**src/hdl/i2c_seq_pkg.sv**
```systemverilog
// constants for the two-wire master sequencer with status flags
// assumes a 125 MHz system clock and a plain strobed register port
package i2c_seq_pkg;
  // ****************
  // register map
  // ****************
  localparam logic [3:0] ADDR_CONTROL = 4'h0;
  localparam logic [3:0] ADDR_STATUS = 4'h1;
  localparam logic [3:0] ADDR_TX_DATA = 4'h2;
  localparam logic [3:0] ADDR_RX_DATA = 4'h3;
  localparam logic [3:0] ADDR_IRQ_STATUS = 4'h4;
  localparam logic [3:0] ADDR_IRQ_MASK = 4'h5;
  localparam logic [3:0] ADDR_DIVIDER = 4'h6;
  // ****************
  // control fields
  // ****************
  localparam int CTL_START = 0;
  localparam int CTL_RESTART = 1;
  localparam int CTL_STOP = 2;
  localparam int CTL_RECEIVE = 3;
  localparam int CTL_ACK_SEQ = 4;
  localparam int CTL_ACK_VALUE = 5;
  // ****************
  // status fields
  // ****************
  localparam int STA_RX_FULL = 1;
  localparam int STA_TX_BUSY = 0;
  localparam int STA_OVERFLOW = 6;
  localparam int STA_SLAVE_ACK = 15;
  // ****************
  // interrupt fields
  // ****************
  localparam int IRQ_SEQ_DONE = 0;
  localparam int IRQ_RX_BYTE = 1;
  localparam int IRQ_OVERFLOW = 2;
  localparam int IRQ_NACK = 3;
  localparam int IRQ_WIDTH = 4;
  // ****************
  // timing and reset values
  // ****************
  localparam int CLOCK_MHZ = 125;
  localparam int QUARTER_NS = 2500;
  localparam int QUARTER_CYCLES = (QUARTER_NS * CLOCK_MHZ) / 1000;
  localparam logic [15:0] DIVIDER_RESET = 16'h0138;
  localparam logic [15:0] REG_RESET = 16'h0000;
  typedef enum {
    ST_IDLE, ST_START, ST_RESTART, ST_STOP, ST_TX, ST_RX, ST_ACK
  } seq_state_t;
endpackage

```
**src/hdl/i2c_seq.sv**
```systemverilog
// two-wire bus master sequencer, register port, status and interrupt
// assumes open-drain pads outside; the bus pins are asynchronous
`timescale 1ns/1ns
`default_nettype none
module i2c_seq
  import i2c_seq_pkg::*;
(
  // clock and reset
  input wire logic mclk_in,
  input wire logic reset_n_in,
  // register port
  input wire logic [3:0] addr_in,
  input wire logic [15:0] wdata_in,
  input wire logic wr_in,
  input wire logic rd_in,
  output logic [15:0] rdata_out,
  // bus pins, enable low while driving low
  input wire logic bus_clock_line_in,
  output logic bus_clock_line_out,
  output logic bus_clock_line_oe_n_out,
  input wire logic bus_data_line_in,
  output logic bus_data_line_out,
  output logic bus_data_line_oe_n_out,
  // interrupt
  output logic irq_out
);
  // ****************
  // state
  // ****************
  typedef struct packed {
    logic [1:0] rst_sync;
    logic [1:0] scl_sync;
    logic [1:0] sda_sync;
    logic [5:0] control;
    logic slave_ack;
    logic overflow;
    logic [7:0] tx_data;
    logic tx_busy;
    logic [7:0] receive_buffer;
    logic rx_full;
    logic [7:0] receive_shift_register;
    logic [IRQ_WIDTH-1:0] irq_status;
    logic [IRQ_WIDTH-1:0] irq_mask;
    logic [15:0] divider;
    logic [15:0] count;
    logic [1:0] phase;
    logic [3:0] bit_cnt;
    seq_state_t state;
    logic scl_low;
    logic sda_low;
    logic [15:0] rdata;
    logic irq;
  } regs_t;

  regs_t r_reg;
  regs_t r_next;
  logic rst_n;
  logic tick;
  logic last_phase;
  logic [IRQ_WIDTH-1:0] ev;

  assign rst_n = r_reg.rst_sync[1];

  // ****************
  // next state
  // ****************
  // one pass: synchronisers, timer, engine, register port, interrupt
  always_comb begin
    r_next = r_reg;
    ev = '0;
    // ****************
    // synchronisers
    // ****************
    // bus lines are asynchronous; only the second flop feeds logic
    r_next.rst_sync = {r_reg.rst_sync[0], 1'b1};
    r_next.scl_sync = {r_reg.scl_sync[0], bus_clock_line_in};
    r_next.sda_sync = {r_reg.sda_sync[0], bus_data_line_in};
    // ****************
    // quarter bit timer
    // ****************
    // stretching holds it while the clock line is low
    // the hold only bites in the high phase, so a slow slave never loses a bit
    tick = (r_reg.count == 16'h0000);
    if (r_reg.state == ST_IDLE) begin
      r_next.count = r_reg.divider;
      tick = 1'b0;
    end else if (r_reg.phase == 2'd2 && !r_reg.scl_low && !r_reg.scl_sync[1]) begin
      tick = 1'b0;
    end else if (tick) begin
      r_next.count = r_reg.divider;
    end else begin
      r_next.count = r_reg.count - 16'h0001;
    end
    last_phase = tick && (r_reg.phase == 2'd3);
    if (tick) begin
      r_next.phase = r_reg.phase + 2'd1;
    end
    // ****************
    // sequence engine
    // ****************
    // limitation: no collision or arbitration check on the data line
    unique case (r_reg.state)
      ST_IDLE: begin
        r_next.phase = 2'd0;
        r_next.bit_cnt = 4'd0;
        // fixed priority only guards against double requests
        if (r_reg.control[CTL_START]) begin
          r_next.state = ST_START;
        end else if (r_reg.control[CTL_RESTART]) begin
          r_next.state = ST_RESTART;
        end else if (r_reg.control[CTL_STOP]) begin
          r_next.state = ST_STOP;
        end else if (r_reg.control[CTL_RECEIVE]) begin
          r_next.state = ST_RX;
        end else if (r_reg.control[CTL_ACK_SEQ]) begin
          r_next.state = ST_ACK;
        end else if (r_reg.tx_busy) begin
          r_next.state = ST_TX;
        end
      end
      ST_START: begin
        // data falls while clock high, then clock falls
        // the clock stays low, ready for the first bit
        if (tick && r_reg.phase == 2'd1) r_next.sda_low = 1'b1;
        if (tick && r_reg.phase == 2'd2) r_next.scl_low = 1'b1;
        if (last_phase) begin
          r_next.control[CTL_START] = 1'b0;
          ev[IRQ_SEQ_DONE] = 1'b1;
          r_next.state = ST_IDLE;
        end
      end
      ST_RESTART: begin
        // release data, raise clock, then start again
        if (tick && r_reg.phase == 2'd0) r_next.sda_low = 1'b0;
        if (tick && r_reg.phase == 2'd1) r_next.scl_low = 1'b0;
        if (tick && r_reg.phase == 2'd2) r_next.sda_low = 1'b1;
        if (last_phase) begin
          r_next.scl_low = 1'b1;
          r_next.control[CTL_RESTART] = 1'b0;
          ev[IRQ_SEQ_DONE] = 1'b1;
          r_next.state = ST_IDLE;
        end
      end
      ST_STOP: begin
        // data low, clock up, then data rises while clock high
        // both lines end released, so the bus is free
        if (tick && r_reg.phase == 2'd0) r_next.sda_low = 1'b1;
        if (tick && r_reg.phase == 2'd1) r_next.scl_low = 1'b0;
        if (tick && r_reg.phase == 2'd2) r_next.sda_low = 1'b0;
        if (last_phase) begin
          r_next.control[CTL_STOP] = 1'b0;
          ev[IRQ_SEQ_DONE] = 1'b1;
          r_next.state = ST_IDLE;
        end
      end
      ST_TX, ST_RX, ST_ACK: begin
        // one bit per four quarters: set data, clock up, sample, clock down
        if (tick && r_reg.phase == 2'd0) begin
          if (r_reg.state == ST_ACK) begin
            r_next.sda_low = !r_reg.control[CTL_ACK_VALUE];
          end else if (r_reg.state == ST_TX && r_reg.bit_cnt < 4'd8) begin
            r_next.sda_low = !r_reg.tx_data[7];
          end else begin
            r_next.sda_low = 1'b0;
          end
        end
        if (tick && r_reg.phase == 2'd1) r_next.scl_low = 1'b0;
        if (tick && r_reg.phase == 2'd2) begin
          if (r_reg.state == ST_RX) begin
            r_next.receive_shift_register = {r_reg.receive_shift_register[6:0], r_reg.sda_sync[1]};
          end else if (r_reg.state == ST_TX && r_reg.bit_cnt < 4'd8) begin
            r_next.tx_data = {r_reg.tx_data[6:0], 1'b0};
          end else if (r_reg.state == ST_TX) begin
            r_next.slave_ack = r_reg.sda_sync[1];
            ev[IRQ_NACK] = r_reg.sda_sync[1];
          end
        end
        if (last_phase) begin
          r_next.scl_low = 1'b1;
          r_next.bit_cnt = r_reg.bit_cnt + 4'd1;
          if (r_reg.state == ST_ACK) begin
            r_next.control[CTL_ACK_SEQ] = 1'b0;
            ev[IRQ_SEQ_DONE] = 1'b1;
            r_next.state = ST_IDLE;
          end else if (r_reg.state == ST_RX && r_reg.bit_cnt == 4'd7) begin
            r_next.control[CTL_RECEIVE] = 1'b0;
            ev[IRQ_RX_BYTE] = 1'b1;
            // an unread buffer keeps its older byte
            if (r_reg.rx_full) begin
              r_next.overflow = 1'b1;
              ev[IRQ_OVERFLOW] = 1'b1;
            end else begin
              r_next.receive_buffer = r_next.receive_shift_register;
              r_next.rx_full = 1'b1;
            end
            r_next.state = ST_IDLE;
          end else if (r_reg.state == ST_TX && r_reg.bit_cnt == 4'd8) begin
            r_next.tx_busy = 1'b0;
            ev[IRQ_SEQ_DONE] = 1'b1;
            r_next.state = ST_IDLE;
          end
        end
      end
    endcase
    // ****************
    // register port
    // ****************
    r_next.rdata = REG_RESET;
    if (rd_in) begin
      unique case (addr_in)
        ADDR_CONTROL: r_next.rdata = {10'h000, r_reg.control};
        ADDR_STATUS: begin
          r_next.rdata[STA_SLAVE_ACK] = r_reg.slave_ack;
          r_next.rdata[STA_OVERFLOW] = r_reg.overflow;
          r_next.rdata[STA_RX_FULL] = r_reg.rx_full;
          r_next.rdata[STA_TX_BUSY] = r_reg.tx_busy;
        end
        ADDR_TX_DATA: r_next.rdata = {8'h00, r_reg.tx_data};
        ADDR_RX_DATA: begin
          r_next.rdata = {8'h00, r_reg.receive_buffer};
          // reading empties the buffer; a byte landing in this same cycle stays unread only if the buffer was empty, else it is dropped
          if (r_reg.rx_full || !ev[IRQ_RX_BYTE]) r_next.rx_full = 1'b0;
        end
        ADDR_IRQ_STATUS: r_next.rdata = {12'h000, r_reg.irq_status};
        ADDR_IRQ_MASK: r_next.rdata = {12'h000, r_reg.irq_mask};
        ADDR_DIVIDER: r_next.rdata = r_reg.divider;
        default: r_next.rdata = REG_RESET; // unmapped reads zero
      endcase
    end
    if (wr_in) begin
      unique case (addr_in)
        // enables only set; hardware alone clears them
        ADDR_CONTROL: begin
          r_next.control[CTL_ACK_VALUE] = wdata_in[CTL_ACK_VALUE];
          r_next.control[CTL_ACK_SEQ:CTL_START] = r_next.control[CTL_ACK_SEQ:CTL_START] | wdata_in[4:0];
        end
        // overflow cleared by writing zero; a same-cycle set still wins
        ADDR_STATUS: begin
          if (!wdata_in[STA_OVERFLOW] && !ev[IRQ_OVERFLOW]) r_next.overflow = 1'b0;
        end
        ADDR_TX_DATA: begin
          if (!r_reg.tx_busy) begin
            r_next.tx_data = wdata_in[7:0];
            r_next.tx_busy = 1'b1;
          end
        end
        ADDR_IRQ_STATUS: r_next.irq_status = r_reg.irq_status & ~wdata_in[IRQ_WIDTH-1:0];
        ADDR_IRQ_MASK: r_next.irq_mask = wdata_in[IRQ_WIDTH-1:0];
        ADDR_DIVIDER: r_next.divider = wdata_in;
        default: r_next.divider = r_next.divider;
      endcase
    end
    // ****************
    // interrupt
    // ****************
    // sticky events set after the clear so the set wins
    r_next.irq_status = r_next.irq_status | ev;
    r_next.irq = |(r_next.irq_status & r_next.irq_mask);
  end

  // ****************
  // registers
  // ****************
  // the whole state in one register
  // the inner reset branch holds everything while the release ripples through
  always_ff @(posedge mclk_in or negedge reset_n_in) begin
    if (!reset_n_in) begin
      r_reg <= '0;
      r_reg.scl_sync <= 2'b11;
      r_reg.sda_sync <= 2'b11;
      r_reg.divider <= DIVIDER_RESET;
      r_reg.state <= ST_IDLE;
    end else if (!rst_n) begin
      r_reg <= '0;
      r_reg.rst_sync <= r_next.rst_sync;
      r_reg.scl_sync <= 2'b11;
      r_reg.sda_sync <= 2'b11;
      r_reg.divider <= DIVIDER_RESET;
      r_reg.state <= ST_IDLE;
    end else begin
      r_reg <= r_next;
    end
  end

  // ****************
  // outputs
  // ****************
  // outputs straight from flops; pads pull low only
  // never driving high keeps a stretching slave safe from contention
  assign rdata_out = r_reg.rdata;
  assign bus_clock_line_out = 1'b0;
  assign bus_clock_line_oe_n_out = !r_reg.scl_low;
  assign bus_data_line_out = 1'b0;
  assign bus_data_line_oe_n_out = !r_reg.sda_low;
  assign irq_out = r_reg.irq;
endmodule
`default_nettype wire

```
**config.mk**
```make
export PLATFORM = sky130hd
export DESIGN_NAME = i2c_seq
export DESIGN_NICKNAME = d
export VERILOG_FILES = /design/src/hdl/i2c_seq_pkg.sv /design/src/hdl/i2c_seq.sv
export SDC_FILE = /design/constraint.sdc
export NUM_CORES = 1
export LEC_CHECK = 0
export ABC_AREA = 1
export ABC_CLOCK_PERIOD_IN_PS = 2300
export BUFFER_PORTS_ARGS = -buffer_cell sky130_fd_sc_hd__buf_2
export CORE_AREA = 8 8 118 120
export CTS_BUF_LIST = sky130_fd_sc_hd__clkbuf_4 sky130_fd_sc_hd__clkbuf_8 sky130_fd_sc_hd__clkbuf_16
export DETAILED_ROUTE_END_ITERATION = 6
export DIE_AREA = 0 0 126 128
export PLACE_DENSITY = 0.71
export SETUP_SLACK_MARGIN = 0.4
export SLEW_MARGIN = 20
export SYNTH_ARGS = -nofsm -noshare
export SYNTH_HDL_FRONTEND = slang
export SYNTH_SLANG_ARGS = --single-unit
```
**constraint.sdc**
```tcl
create_clock -name mclk_in -period 2.3 [get_ports mclk_in]
set_input_delay 0 -clock mclk_in [delete_from_list [all_inputs] [get_ports mclk_in]]
set_output_delay 0 -clock mclk_in [all_outputs]
set_load 0.03 [all_outputs]
```
==> summary.txt, run 1 <==
clk root buf = clkbuf_16
DR pass1 iterations = 6
Max Slew Vio Count = 0
port bufs = 44
Hold WS = 0.0414 ns
CP bufs+invs = 3
sequential share of power = 38.3%
Final Wtd Congestion = 0.955
vias = 5533
layout cells sized above 1 = 24.6%
kind of critical path = register to register
Hold Path Class = input pin to register
EDFF count, synth = 0
Worst Hold End = rdata_out[15]
period utilization = 83.8%
first-pass GRT wire length = 26800 µm
largest net degree at the start of global routing = 45
max-cap violations = 0
Layout area overhead = 23.3%
Worst path max stage delay = 0.42 ns
Yosys reg bits = 108
Worst Path Required = 2.52 ns
global routing's busiest layer = met2
Total Power = 5.69 mW
overall routing resource usage = 20.8%
Worst path slowest cell = dfrtp_1
internal power = 3.61 mW
hold depth = 4
count of cell types in the netlist = 45
largest fanout on the critical path = 9
IO Count = 47
HPWL after detailed placement = 11900 µm
# diodes = 0
H-tree depth = 3
CTS Buf Count = 9
crit-path leading delay family = simple AND/OR/NAND/NOR gates
P per Cell Area = 788 nW/µm²
RSZ-0062 raised after global routing = yes
Reg-to-Reg End = r_reg[58]
Arr. time, crit path = 2.15 ns
Reg clk slew, reported paths = 0.07 ns
vias in the first global route = 5270
HP Start = addr_in[3]
DR DRC count = 0
final wirelength = 17300 µm
fin nets = 861
Post-DRT Antenna Nets = 0
max FFs per register = 88
initial antenna violation count = 0
worst slew pin tran = 0.579 ns
Synth Cell Area = 5850 µm²
syn_area_per_cell = 7.90 µm²
Fmax = 0.519 GHz
met3 Use GR = 4.83%
status = complete, no violations
fin crit period = 1.93 ns
cell row count = 41
met1 GRT Util = 25.8%
switching part of the total = 36.6%
die area = 16100 µm²
Crit Reg-Reg Startpoint = r_reg[20]
sequential area share after synthesis = 46.3%
Worst Skew = 0.0104 ns
worst skew pair latency = 0.35 ns
Die Y-Extent = 128 µm
cells along the critical path = inv_2 -> nand2_1 -> nor2_4 -> buf_4 -> nor2_1 -> nand2_2 -> nand2_4 -> inv_2 -> o211ai_1 -> o21ai_0
Remaining Overflow, GRT = 0
reg2reg path depth = 10
Yosys Warn Count = 0
Setup Total Neg Slack = 0 ns
asr flop ratio synth = 100%
Logic pwr share = 33.6%
CORE AREA = 12200 µm²
Initial Util = 47.9%
Lkg Pwr = 3.42 nW
M2 GR Usage = 35.0%
die width = 126 µm
final hold vios = 0
Initial DRC Count = 494
Routed WL per cell = 17.6 µm
r2r setup slk = 0.37 ns
Setup-failing EPs final = 0
CTS tree = yes
Setup crit end kind = register
CTS max path bufs = 2
Sw Pwr = 2.08 mW
Critical Path Most Common Cell = inv_2
Worst setup SP type = register
Vias/cell = 5.63
Post-Syn Instances = 741
clock power share = 28.1%
Post-synth top flop = dfrtp_1
VDD IR max = 451 µV
Slew HR = 61.4%
Sink Count = 108
[power by group through the flow]
stage | Combinational [mW] | Sequential (mW) | Clock, mW
3_5_place_dp | 1.34 | 2.19 | 0
5_1_grt | 2.07 | 2.19 | 1.68
3_3_place_gp | 1.32 | 2.19 | 0
6_report | 1.91 | 2.18 | 1.60
4_1_cts | 1.54 | 2.17 | 1.63
2_1_floorplan | 0.993 | 2.16 | 0
[metrics by stage]
step           worst slack [ns]  cells  cell area, µm²  util [%]
2_1_floorplan             0.457    742            5860         -
3_3_place_gp              0.280    915            6170      50.5
3_5_place_dp              0.225    915            6170      50.5
4_1_cts                   0.362    964            6890      56.4
5_1_grt                   0.249    983            7220      59.1
6_report                  0.374    983            7220      59.1
[worst max path at each step]
stage              start    endpoint  depth (start not counted)  slack [ns]
2_1_floorplan  r_reg[55]  r_reg[111]                         10        0.46
6_report       r_reg[20]   r_reg[58]                         10        0.37
5_1_grt        r_reg[20]   r_reg[58]                         10        0.25
4_1_cts        r_reg[58]  r_reg[122]                          9        0.36
3_3_place_gp   r_reg[55]  r_reg[113]                         10        0.28
3_5_place_dp   r_reg[58]  r_reg[112]                         11        0.22
[cell type report]
class	count	area, µm²
Multi-Input combinational cell	490	2800
Inverter	114	442
Tap cell	150	188
Clock inverter	4	48.8
Timing Repair Buffer	105	772
Clock buffer	12	254
Sequential cell	108	2720
Fill cell	1066	4990
[worst reg2reg max path: cells and delay by family, from the launching register on]
| kind | cells | cell delay (ns) |
|---|---|---|
| AOI/OAI and AO/OA | 2 | 0.25 |
| buffers and inverters | 3 | 0.36 |
| DFF | 1 | 0.42 |
| and+or+nand+nor | 5 | 0.76 |
[metal layers]
metal | share of wire, % | up-vias | wire, µm
li1 | - | 2603 | -
met3 | 6.7 | 36 | 1160
met5 | 0 | - | 0
met1 | 42 | 2678 | 7260
met4 | 1.8 | 0 | 315
met2 | 49 | 216 | 8560
[Yosys cell counts, drive strengths merged, types with 8 or more instances]
cell	number	share of area, %
nor2	68	5.2
dfstp	8	3.6
a21oi	39	3.9
xor2	8	1.2
nand3	54	4.6
o21ai	80	6.8
nand2	141	9.4
inv	113	7.2
o22ai	19	2.0
dfrtp	100	43
buf	25	2.9
nor3	29	2.9
[timing repair]
action,4_1_cts,5_1_grt
hold buffers,21,0
pin swaps,17,12
endpoints found under the setup margin,52,55
gates cloned,1,1
resized for setup,29,48
hold endpoints to repair,65,0
buffers inserted,11,18
[cells in the final DEF (no fill, tap or decap), types with 4 or more instances in the layout]
| cell type | count |
|---|---|
| a21oi_1 | 31 |
| xor2_1 | 8 |
| buf_2 | 43 |
| a21oi_2 | 6 |
| dfrtp_1 | 98 |
| o21ai_0 | 60 |
| inv_1 | 98 |
| o21ai_1 | 20 |
| nand2_4 | 6 |
| o31ai_1 | 6 |
| nor2_4 | 11 |
| nor3_1 | 24 |
| dfstp_2 | 8 |
| or2_2 | 4 |
| clkbuf_16 | 9 |
| nor2_1 | 44 |
| buf_4 | 36 |
| nand4_1 | 5 |
| inv_2 | 12 |
| o211ai_1 | 4 |
| ha_1 | 5 |
| nand2_2 | 15 |
| nor2_2 | 13 |
| nor3_4 | 4 |
| o22ai_1 | 19 |
| nand2_1 | 121 |
| nand3_2 | 9 |
| dlygate4sd3_1 | 21 |
| nand3_1 | 45 |
[cell families (layout without fill, tap and decap cells)]
kind of cell	count (synthesis)	after routing	synth area share (%)
XOR/XNOR	8	8	1.20
flip-flops	108	108	46.3
buffers and inverters	146	235	10.7
AO/OA/AOI/OAI	166	166	16.6
AND/OR/NAND/NOR	304	306	23.6
adder cells (fa/ha/maj)	7	7	1.50
other	2	3	0.128
Power figures use the tool's default switching activity.
==> run 2, diff against run 1 <==
--- a/config.mk
+++ b/config.mk
@@ -6,7 +6,7 @@
 export NUM_CORES = 1
 export LEC_CHECK = 0
 export ABC_AREA = 1
-export ABC_CLOCK_PERIOD_IN_PS = 2300
+export ABC_CLOCK_PERIOD_IN_PS = 1940
 export BUFFER_PORTS_ARGS = -buffer_cell sky130_fd_sc_hd__buf_2
 export CORE_AREA = 8 8 118 120
 export CTS_BUF_LIST = sky130_fd_sc_hd__clkbuf_4 sky130_fd_sc_hd__clkbuf_8 sky130_fd_sc_hd__clkbuf_16
==> constraint.sdc (replaced) <==
create_clock -name mclk_in -period 1.94 [get_ports mclk_in]
set_input_delay 0 -clock mclk_in [delete_from_list [all_inputs] [get_ports mclk_in]]
set_output_delay 0 -clock mclk_in [all_outputs]
set_load 0.03 [all_outputs]
==> summary.txt, run 2 (synthesis gave the netlist of run 1 again) <==
status = complete, no violations
Lkg Pwr = 3.64 nW
Worst setup SP type = register
CTS tree = yes
RSZ-0062 raised after global routing = yes
final wirelength = 17800 µm
WL met1 = 7470 µm
worst setup margin = 0.0742 ns
Total Power = 7.27 mW
first-pass GRT wire length = 28800 µm
Vias/cell = 5.54
overall routing resource usage = 22.3%
die width = 126 µm
fin nets = 897
Max Slew Vio Count = 0
CTS Buf Count = 9
Initial Util = 47.9%
wire length on met3 = 1080 µm
port bufs = 44
VDD IR max = 548 µV
commonest non-fill, non-tap cell in the layout = nand2_1
layout cells sized above 1 = 32.8%
most frequent cells in the layout = nand2_1, dfrtp_1, inv_1
Arr. time, crit path = 2.11 ns
Post-DRT Antenna Nets = 0
Die Y-Extent = 128 µm
worst skew pair latency = 0.36 ns
# diodes = 0
Slew HR = 65.2%
initial antenna violation count = 0
period utilization = 96.2%
Setup crit end kind = register
vias = 5645
Remaining Overflow, GRT = 0
Final Wtd Congestion = 0.947
Worst Path Required = 2.19 ns
dpl ws = -0.0352 ns
DR pass1 iterations = 5
fin crit period = 1.87 ns
kind of critical path = register to register
largest net degree at the start of global routing = 52
Worst Skew = 0.00599 ns
Fmax = 0.536 GHz
met2 wire length = 8740 µm
Reg clk slew, reported paths = 0.07 ns
Hold Path Class = input pin to register
H-tree depth = 3
Hold WS = 0.0435 ns
final hold vios = 0
vias in the first global route = 5618
max FFs per register = 88
Initial DRC Count = 455
CTS max path bufs = 2
Top Layer Used = met4
Setup-failing EPs final = 0
Sink Count = 108
clk root buf = clkbuf_16
DR DRC count = 0
die area = 16100 µm²
Layout area overhead = 33.8%
worst slew pin tran = 0.522 ns
largest fanout on the critical path = 5
IO Count = 47
P per Cell Area = 928 nW/µm²
cell row count = 41
HPWL after detailed placement = 12000 µm
CORE AREA = 12200 µm²
max-cap violations = 0
Routed WL per cell = 17.5 µm
[run 2: cell types whose count changed in the layout (fill, tap and decap cells not counted), moves of 9 or more]
cell	before	now
buf_4	36	62
o21ai_0	60	36
o21ai_1	20	35
a21oi_1	31	18
a21oi_2	6	19
o21ai_2	0	9
[run 2: stage by stage]
| stage | std cells | setup TNS, ns | cell area (µm²) | util, % |
|---|---|---|---|---|
| 5_1_grt | 1019 | -0.237 | 7830 | 64.1 |
| 3_5_place_dp | 932 | -0.0867 | 6430 | 52.6 |
| 3_3_place_gp | 932 | 0 | 6430 | 52.6 |
| 4_1_cts | 1008 | 0 | 7550 | 61.8 |
| 2_1_floorplan | 742 | 0 | 5980 | - |
| 6_report | 1019 | 0 | 7830 | 64.1 |
[run 2: power breakdown]
group / internal, mW / switching, mW
clock network: 1.20 / 0.838
registers: 2.41 / 0.172
logic: 1.07 / 1.58
total: 4.68 / 2.59
[run 2: worst paths after layout]
path,startpoint,end,slack [ns],cells after the start
max in group asynchronous,reset_n_in,r_next[132],1.03,3
worst min register to register,r_next[136],r_reg[136],0.36,0
worst max register to register,r_reg[68],r_reg[113],0.07,13
worst min-delay path,addr_in[3],rdata_out[15],0.04,4
min in group asynchronous,reset_n_in,r_reg[69],0.16,2
worst max-delay path,r_reg[68],r_reg[113],0.07,13
[run 2: area by class of cell]
type                    count  area, µm²
clock buffers              12        254
clock inverters             4       73.8
fillers                  1003       4380
inverters                 114        460
multi-input cells         489       3000
flip-flops and latches    108       2720
well taps                 150        188
repair buffers            142       1140
[run 2: worst max-delay path, stage by stage (launching register included)]
cell and delay, ns:
dfrtp_2 0.45, nor2_4 0.15, nand2_2 0.11, nor2_4 0.14, nand2_4 0.07, nor2_4 0.10, nand2_2 0.07, nor2_4 0.20
buf_4 0.15, nand3_2 0.05, nand2_1 0.08, inv_1 0.06, nand3_2 0.07, nand2_1 0.05
[run 2: repair_timing]
action	4_1_cts	5_1_grt
hold buffers	21	0
setup buffers	36	11
setup endpoints to repair	62	85
pin swaps	36	19
cloned	3	0
gates resized for setup	79	51
endpoints found under the hold margin	59	0
[run 2: per-layer routing]
layer	track usage (%)	vias up
met1	28.1	2718
met4	8.99	0
met2	37.0	205
met5	0	-
li1	-	2680
met3	4.37	42
